## src/core/cdd_defs.vh

```
// Offsets, field positions and reset values of the speaker and dither bank
// What this block does
// Left speaker gain D7-D6: 0/6/12/18 dB
// Right speaker gain D5-D4: same four steps
// D3 write-only left speaker enable, reset 0
// D2 write-only right speaker enable, reset 0
// Host writes zeros to D1-D0
// Left dither level D7-D4, 0000 disables
// Right dither level D3-D0, same encoding
// Codes 0001-0111 give +15..+105 mV
// 1000 disables, 1001-1111 give -15..-105 mV
// Reserved addresses read-only, read as zero
// Host never writes reserved addresses
// Enable and reserved bits read back zero
`ifndef CDD_DEFS_VH
`define CDD_DEFS_VH

// ==========================================================================
// Register offsets
`define CDD_OFS_RSVD_A        8'h45
`define CDD_OFS_RSVD_B        8'h46
`define CDD_OFS_RSVD_C        8'h47
`define CDD_OFS_RSVD_D        8'h48
`define CDD_OFS_SPK_CTRL      8'h49
`define CDD_OFS_RSVD_E        8'h4a
`define CDD_OFS_RSVD_F        8'h4b
`define CDD_OFS_DITHER_CTRL   8'h4c
`define CDD_OFS_RSVD_G        8'h4d
`define CDD_OFS_RSVD_H        8'h4e
`define CDD_OFS_RSVD_I        8'h4f
`define CDD_OFS_FIRST         8'h45
`define CDD_OFS_LAST          8'h4f

// ==========================================================================
// Field positions
`define CDD_SPK_GAIN_L_HI     7
`define CDD_SPK_GAIN_L_LO     6
`define CDD_SPK_GAIN_R_HI     5
`define CDD_SPK_GAIN_R_LO     4
`define CDD_SPK_EN_L_BIT      3
`define CDD_SPK_EN_R_BIT      2
`define CDD_SPK_RSVD_HI       1
`define CDD_SPK_RSVD_LO       0
`define CDD_DIT_L_HI          7
`define CDD_DIT_L_LO          4
`define CDD_DIT_R_HI          3
`define CDD_DIT_R_LO          0

// ==========================================================================
// Reset values and encodings
`define CDD_RST_GAIN          2'h0
`define CDD_RST_EN            1'h0
`define CDD_RST_DITHER        4'h0
`define CDD_RSVD_VALUE        8'h00
`define CDD_GAIN_STEP_DB      5'h06
`define CDD_DITHER_STEP_MV    7'h0f

`endif

```

## src/core/cdd_spk_chan.v

```verilog
// One speaker amplifier channel: stored gain and enable, decoded gain in dB
`timescale 1ns/1ps
`default_nettype none
`include "cdd_defs.vh"

module cdd_spk_chan
(
  // Clock and reset
  input  wire       sys_clk,
  input  wire       rst_n,
  // Write strobe and fields
  input  wire       wr_stb,
  input  wire [1:0] gain_in,
  input  wire       en_in,
  // Channel controls
  output reg  [1:0] gain_reg,
  output reg        en_reg,
  output reg  [4:0] gain_db_reg
);

  // ========================================================================
  // Gain code to dB, 6 dB per step
  function [4:0] gain_to_db;
    input [1:0] code;
    begin
      gain_to_db = {3'h0, code} * `CDD_GAIN_STEP_DB;
    end
  endfunction

  always @(posedge sys_clk or negedge rst_n)
  begin
    if (!rst_n)
    begin
      gain_reg    <= `CDD_RST_GAIN;
      en_reg      <= `CDD_RST_EN;
      gain_db_reg <= 5'h00;
    end
    else if (wr_stb)
    begin
      gain_reg    <= gain_in;
      en_reg      <= en_in;
      gain_db_reg <= gain_to_db(gain_in);
    end
  end

endmodule // cdd_spk_chan
`default_nettype wire

```

## src/core/cdd_dither_dec.v

```verilog
// Decodes one four-bit dither code into enable, sign and magnitude in mV
`timescale 1ns/1ps
`default_nettype none
`include "cdd_defs.vh"

module cdd_dither_dec
(
  // Clock and reset
  input  wire       sys_clk,
  input  wire       rst_n,
  // Stored code
  input  wire [3:0] code,
  // Decoded level
  output reg        on_reg,
  output reg        neg_reg,
  output reg  [6:0] mv_reg
);

  // ========================================================================
  // Magnitude, 15 mV per step of the low three bits
  function [6:0] step_to_mv;
    input [2:0] step;
    begin
      step_to_mv = {4'h0, step} * `CDD_DITHER_STEP_MV;
    end
  endfunction

  always @(posedge sys_clk or negedge rst_n)
  begin
    if (!rst_n)
    begin
      on_reg  <= 1'b0;
      neg_reg <= 1'b0;
      mv_reg  <= 7'h00;
    end
    else
    begin
      on_reg  <= (code[2:0] != 3'h0);
      neg_reg <= code[3] && (code[2:0] != 3'h0);
      mv_reg  <= step_to_mv(code[2:0]);
    end
  end

endmodule // cdd_dither_dec
`default_nettype wire

```

## src/core/cdd_regs.v

```verilog
// Register bank for speaker amplifier control and ADC dither levels
`timescale 1ns/1ps
`default_nettype none
`include "cdd_defs.vh"

module cdd_regs
(
  // Clock and reset
  input  wire       sys_clk,
  input  wire       rst_n,
  // Register port
  input  wire [7:0] reg_addr,
  input  wire       reg_wr,
  input  wire [7:0] reg_wdata,
  input  wire       reg_rd,
  output reg  [7:0] reg_rdata,
  output reg        reg_rvalid,
  output reg        reg_hit,
  // Access faults
  output reg        rsvd_wr_pulse,
  output reg        rsvd_bits_pulse,
  // Left speaker channel
  output wire [1:0] spk_gain_l,
  output wire       spk_en_l,
  output wire [4:0] spk_gain_db_l,
  // Right speaker channel
  output wire [1:0] spk_gain_r,
  output wire       spk_en_r,
  output wire [4:0] spk_gain_db_r,
  // Left ADC dither
  output wire [3:0] dither_code_l,
  output wire       dither_on_l,
  output wire       dither_neg_l,
  output wire [6:0] dither_mv_l,
  // Right ADC dither
  output wire [3:0] dither_code_r,
  output wire       dither_on_r,
  output wire       dither_neg_r,
  output wire [6:0] dither_mv_r
);

  // ========================================================================
  // Address decode
  function in_bank;
    input [7:0] a;
    begin
      in_bank = (a >= `CDD_OFS_FIRST) && (a <= `CDD_OFS_LAST);
    end
  endfunction

  wire       wr_spk;
  wire       wr_dit;
  wire       wr_rsvd;
  reg  [7:0] dither_reg;
  reg  [7:0] rd_next;

  assign wr_spk  = reg_wr && (reg_addr == `CDD_OFS_SPK_CTRL);
  assign wr_dit  = reg_wr && (reg_addr == `CDD_OFS_DITHER_CTRL);
  // Reserved locations swallow writes
  assign wr_rsvd = reg_wr && in_bank(reg_addr) && !wr_spk && !wr_dit;

  // ========================================================================
  // Speaker amplifier channels
  cdd_spk_chan u_spk_l
  (
    .sys_clk     (sys_clk),
    .rst_n       (rst_n),
    .wr_stb      (wr_spk),
    .gain_in     (reg_wdata[`CDD_SPK_GAIN_L_HI:`CDD_SPK_GAIN_L_LO]),
    .en_in       (reg_wdata[`CDD_SPK_EN_L_BIT]),
    .gain_reg    (spk_gain_l),
    .en_reg      (spk_en_l),
    .gain_db_reg (spk_gain_db_l)
  );

  cdd_spk_chan u_spk_r
  (
    .sys_clk     (sys_clk),
    .rst_n       (rst_n),
    .wr_stb      (wr_spk),
    .gain_in     (reg_wdata[`CDD_SPK_GAIN_R_HI:`CDD_SPK_GAIN_R_LO]),
    .en_in       (reg_wdata[`CDD_SPK_EN_R_BIT]),
    .gain_reg    (spk_gain_r),
    .en_reg      (spk_en_r),
    .gain_db_reg (spk_gain_db_r)
  );

  // ========================================================================
  // Dither level register
  always @(posedge sys_clk or negedge rst_n)
  begin
    if (!rst_n)
      dither_reg <= {`CDD_RST_DITHER, `CDD_RST_DITHER};
    else if (wr_dit)
      dither_reg <= reg_wdata;
  end

  assign dither_code_l = dither_reg[`CDD_DIT_L_HI:`CDD_DIT_L_LO];
  assign dither_code_r = dither_reg[`CDD_DIT_R_HI:`CDD_DIT_R_LO];

  cdd_dither_dec u_dit_l
  (
    .sys_clk (sys_clk),
    .rst_n   (rst_n),
    .code    (dither_code_l),
    .on_reg  (dither_on_l),
    .neg_reg (dither_neg_l),
    .mv_reg  (dither_mv_l)
  );

  cdd_dither_dec u_dit_r
  (
    .sys_clk (sys_clk),
    .rst_n   (rst_n),
    .code    (dither_code_r),
    .on_reg  (dither_on_r),
    .neg_reg (dither_neg_r),
    .mv_reg  (dither_mv_r)
  );

  // ========================================================================
  // Read mux
  always @*
  begin
    rd_next = `CDD_RSVD_VALUE;
    case (reg_addr)
      `CDD_OFS_SPK_CTRL:
        rd_next = {spk_gain_l, spk_gain_r, 4'h0};
      `CDD_OFS_DITHER_CTRL:
        rd_next = dither_reg;
      default:
        rd_next = `CDD_RSVD_VALUE;
    endcase
  end

  always @(posedge sys_clk or negedge rst_n)
  begin
    if (!rst_n)
    begin
      reg_rdata  <= 8'h00;
      reg_rvalid <= 1'b0;
      reg_hit    <= 1'b0;
    end
    else
    begin
      reg_rvalid <= reg_rd;
      if (reg_rd)
      begin
        reg_rdata <= rd_next;
        reg_hit   <= in_bank(reg_addr);
      end
    end
  end

  // ========================================================================
  // Host misuse indications
  always @(posedge sys_clk or negedge rst_n)
  begin
    if (!rst_n)
    begin
      rsvd_wr_pulse   <= 1'b0;
      rsvd_bits_pulse <= 1'b0;
    end
    else
    begin
      rsvd_wr_pulse   <= wr_rsvd;
      rsvd_bits_pulse <= wr_spk &&
        (reg_wdata[`CDD_SPK_RSVD_HI:`CDD_SPK_RSVD_LO] != 2'h0);
    end
  end

endmodule // cdd_regs
`default_nettype wire

```

## config.mk

```make
export PLATFORM = sky130hd
export DESIGN_NAME = cdd_regs
export DESIGN_NICKNAME = d
export VERILOG_FILES = /design/src/core/cdd_spk_chan.v /design/src/core/cdd_dither_dec.v /design/src/core/cdd_regs.v
export VERILOG_INCLUDE_DIRS = /design/src /design/src/core
export SDC_FILE = /design/constraint.sdc
export NUM_CORES = 1
export LEC_CHECK = 0
export BUFFER_PORTS_ARGS = -buffer_cell sky130_fd_sc_hd__buf_2
export CAP_MARGIN = 20
export CORE_UTILIZATION = 50
export CTS_BUF_LIST = sky130_fd_sc_hd__clkbuf_4 sky130_fd_sc_hd__clkbuf_8 sky130_fd_sc_hd__clkbuf_16
export CTS_CLUSTER_DIAMETER = 50
export DETAILED_ROUTE_END_ITERATION = 8
export PLACE_DENSITY = 0.87
export SLEW_MARGIN = 10
export SYNTH_ARGS = -nofsm -noshare
export SYNTH_HDL_FRONTEND = slang
export SYNTH_SLANG_ARGS = --single-unit
```

## constraint.sdc

```tcl
create_clock -name sys_clk -period 2.1 [get_ports sys_clk]
set_input_delay 0.315 -clock sys_clk [delete_from_list [all_inputs] [get_ports sys_clk]]
set_output_delay 0.315 -clock sys_clk [all_outputs]
set_load 0.02 [all_outputs]
```

Word level (Yosys, flattened, before mapping):

Index checks and enable logic that the tools add are counted.

* equal/unequal tests: 2
* $mul: 4
* multiplexer cells: 1
* reduce and logical (&&, ||, !) cells: 14
* order comparisons: 2

Operator list (count)
* == test 8 x 7 -> 1 bit, second input constant: 2
* case mux 8 bit (2 select lines): 1
* multiplier 3 x 4 -> 7 bit, second input constant: 2
* logical AND 1 bit: 9
* greater-or-equal comparator 8 x 7 -> 1 bit, second input constant: 1
* less-or-equal comparator 8 x 7 -> 1 bit, second input constant: 1
* multiplier 2 x 2 -> 4 bit, second input constant: 2
* nonzero test 3 bit: 2
* logical NOT 1 bit: 2
* nonzero test 2 bit: 1

* word-level logic and storage cells: 41
* output and inout bits: 54
* register bits: 52
* input bits: 20

Depth between registers and ports, before layout:

* depth after elaboration: 5
* mapped depth: 7
* mapped depth without buffers: 7

By module:

From an unflattened synthesis, not the netlist that was laid out.

* cell total of the unflattened synthesis: 168
* area, all modules: 2336.0 sq um

By module, submodules not included
* cdd_dither_dec: sequential area each 225.2 sq um, instances 2, area an instance 452.9 sq um, cells each 32
* cdd_regs: sequential area each 500.5 sq um, instances 1, area an instance 844.6 sq um, cells each 64
* cdd_spk_chan: sequential area each 150.1 sq um, instances 2, area an instance 292.8 sq um, cells each 20

Worst setup path after synthesis:

OpenSTA, ideal clock, no wires.

* path kind: reg-to-reg
* start: register dither_reg[1]
* end: register u_dit_r.mv_reg[6]
* cell stages (with the launch flop): 8
* required time: 2.034 ns
* buffers on the path: 0
* setup time: 0.066 ns
* period minus slack after synthesis: 2.008 ns
* path slack: 0.092 ns
* arrival time: 1.942 ns
* path through: dfrtp_1 fa_1 ha_1 inv_1 fa_1 nor2b_1 o21ai_0 nand2b_1

* word-level cells in the longest chain between the ends: 1

Ends and longest elaborated chain
* start, declared: line cdd_regs.v:54 `reg [7:0] dither_reg;`
* start signal, assigned: line cdd_regs.v:93 `` dither_reg <= {`CDD_RST_DITHER, `CDD_RST_DITHER}; ``
* start signal, assigned: line cdd_regs.v:95 `dither_reg <= reg_wdata;`
* multiplier 3 x 4 -> 7 bit (no line)
* end signal, assigned: line cdd_dither_dec.v:40 `mv_reg <= step_to_mv(code[2:0]);`
* end, declared: line cdd_dither_dec.v:16 `output reg [6:0] mv_reg`

No other way between the ends.
A chain may end at the register's enable or synchronous reset.

Worst setup path after layout:

* start: register dither_reg[0]
* end: register u_dit_r.mv_reg[6]

The elaborated chain is that of the path after synthesis.

==> reports/metrics.csv <==
metric,value,unit
cts_max_level,2,
leakage,1.62,nW
status,completed,
multi_input_area,952,sq um
path_class,reg -> reg,
setup_viol,0,
synth_edf_count,0,
die_x,70.4,microns
worstPathCellList,fa_1 -> ha_1 -> inv_1 -> fa_1 -> nor2b_1 -> o21ai_0 -> nand2b_1,
dp_hpwl,3260,microns
synth_top_flop_cell,dfrtp_1,
holdWs,0.187,ns
grt_pass1_wl,7090,microns
p_sw_share,27.2,%
power_density,660,mW/mm^2
io_pins,74,
grt_overflow,0,
drv_slew,0,
clk_path_buf_depth,2,
vias,1522,
routed-wl-met3,272,microns
routed_via_density,5.02,
p_clk_share,30.2,%
row_count,24,
port_buffers,71,
grt_antenna_before_repair,0,
cp-end-kind,register,
firstDrtPassIters,4,
post_cts_buffers,0,
crit_path_top_delay_cell,fa_1,
gp_congestion,0.748,
pwr-share-seq,54.0,%
netlist_instances,167,
crit_path_start_kind,register,
ctsHoldBuffers,1,
async_flop_share,100,%
die-area,0.00496,sq mm
cap_violations,0,
routed-wl-met2,2120,microns
slew_headroom,65.2,%
cts_buffers,5,
rsz0062_at_grt,false,
drc_errors,0,
max_stage_delay,0.61,ns
fin_util,65.5,%
ant_nets,0,
clkLatencyLatePin,0.30,ns
instances_no_fill,303,
p_switching,0.000519,W
min_path_type,in -> reg,
fin_crit_sh,94.3,%
nets,294,
layout_common_cells,"buf_2 (71), dfrtp_1 (50), inv_1 (20), ha_1 (18), mux2_1 (10)",
crit_top_cell,fa_1,
initial_core_util,53.0,%
cp.buffers_inverters,1,
clock-sinks,50,
antenna_cells,0,
path_max_fanout,3,
dpl.cell_count,294,
fin_crit,1.98,ns
fin_tns_setup,0,ns
p_int,0.00139,W
topRoutingLayerUsed,met4,
cp.arrival,2.22,ns
grt_max_degree,26,
combPwrFrac,15.8,%
yosys_warnings,0,
grt_pass1_vias,1522,
max_freq,505,MHz
synthesis.area,0.00234,sq mm
core_area,0.00441,sq mm
wl_met1,1830,microns
area_growth,23.6,%
wirelength,4250,microns
fillers,324,
synth.distinct_cells,27,
cts.repair.resized,0,
die_y,70.4,microns
grt_usage,18.5,%
synth_seq_area_share,53.5,%
post_drt_wl_per_cell,14.0,microns
synth_seq_cells,50,
final_hold_viol_count,0,
seqCellArea,0.00125,sq mm
drive_above_1_share,39.4,%
tritoncts,yes,
peakVddDrop,0.419,mV
skew,0.00493,ns
drt-initial-drc-count,83,
syn_avg_cell_area,14.0,sq um
cpLargestDelayFamily,adder cells,
root_buffer,clkbuf_8,
required,2.34,ns
worst_pin_slew,0.522,ns
path_clk_slew,0.09,ns
final_common_cell,buf_2,
-- power groups by stage --
stage | combinational, W | clock [W] | sequential, W
global placement | 0.000297 | 0 | 0.00105
detailed placement | 0.000303 | 0 | 0.00105
floorplan | 0.0000991 | 0 | 0.00112
CTS | 0.000307 | 0.000598 | 0.00103
finish | 0.000301 | 0.000577 | 0.00103
global route | 0.000334 | 0.000632 | 0.00104
-- final timing paths --
kind / slack, ns / end / cells past startpoint / startpoint
setup / recovery: 0.12 / u_dit_r.mv_reg[6]$_DFF_PN0_ / 7 / dither_reg[0]$_DFFE_PN0P_
hold / removal: 0.19 / reg_rvalid$_DFF_PN0_ / 1 / reg_rd
setup reg to reg: 0.12 / u_dit_r.mv_reg[6]$_DFF_PN0_ / 7 / dither_reg[0]$_DFFE_PN0P_
hold reg to reg: 0.49 / reg_rdata[4]$_DFFE_PN0P_ / 1 / reg_rdata[4]$_DFFE_PN0P_
max in group asynchronous: 0.99 / dither_reg[1]$_DFFE_PN0P_ / 3 / rst_n
min in group asynchronous: 0.53 / u_dit_r.mv_reg[1]$_DFF_PN0_ / 2 / rst_n
-- logic make-up (layout without fill, tap and decap cells) --
| group | count (synthesis) | count (layout) | synth area share (%) |
|---|---|---|---|
| xor gates and xnor gates | 5 | 5 | 1.87 |
| other | 1 | 2 | 0.160 |
| DFF | 50 | 50 | 53.5 |
| adders and majority gates | 24 | 24 | 14.8 |
| buffers and inverters | 27 | 110 | 5.99 |
| and+or+nand+nor | 17 | 17 | 5.88 |
| muxes | 20 | 20 | 10.6 |
| AOI/OAI and AO/OA | 23 | 23 | 7.27 |
-- Yosys cell counts (2+ instances only) --
cell	count	area share (%)
nor2_1	2	0.32
a22oi_1	4	1.3
ha_1	18	9.6
fa_1	6	5.1
o2bb2ai_1	4	1.5
and4_1	3	1.1
nor3b_2	2	1.1
and2_1	2	0.53
o21a_1	2	0.64
nand2b_1	4	1.1
mux2_4	7	4.5
a21oi_1	2	0.43
nor2b_1	2	0.53
inv_1	20	3.2
buf_4	6	1.9
dfrtp_1	50	53
xnor2_1	5	1.9
o211ai_1	2	0.64
mux2_1	10	4.8
o21ai_0	3	0.64
a21o_1	2	0.64
a22o_1	4	1.5
mux2i_1	3	1.3
-- layout make-up --
class / count / area share (%)
multi-input combinational: 91 / 32.9
sequential: 50 / 43.3
clock buffer: 6 / 2.86
timing repair buffer: 82 / 15.7
inverter: 20 / 2.60
tap: 52 / 2.25
clock inverter: 2 / 0.433
-- layer usage --
layer,track usage [%],up-vias
met5,0,-
met1,24.4,741
li1,-,719
met3,5.05,4
met2,30.2,58
met4,4.67,0
-- through the flow --
stage	setup slack [ns]	total power (W)	instance area [sq um]
6_report	0.121	0.00191	2890
4_1_cts	0.115	0.00194	2890
3_5_place_dp	0.136	0.00135	2790
3_3_place_gp	0.213	0.00135	2790
5_1_grt	0.00493	0.00200	2890
2_1_floorplan	0.0921	0.00122	2340
-- worst reg2reg max path, stage by stage (launching register included) --
cell and delay, ns:
dfrtp_1 0.41, fa_1 0.61, ha_1 0.19, inv_1 0.05
fa_1 0.39, nor2b_1 0.11, o21ai_0 0.08, nand2b_1 0.07
No activity file was read; power rests on OpenSTA's default activity.
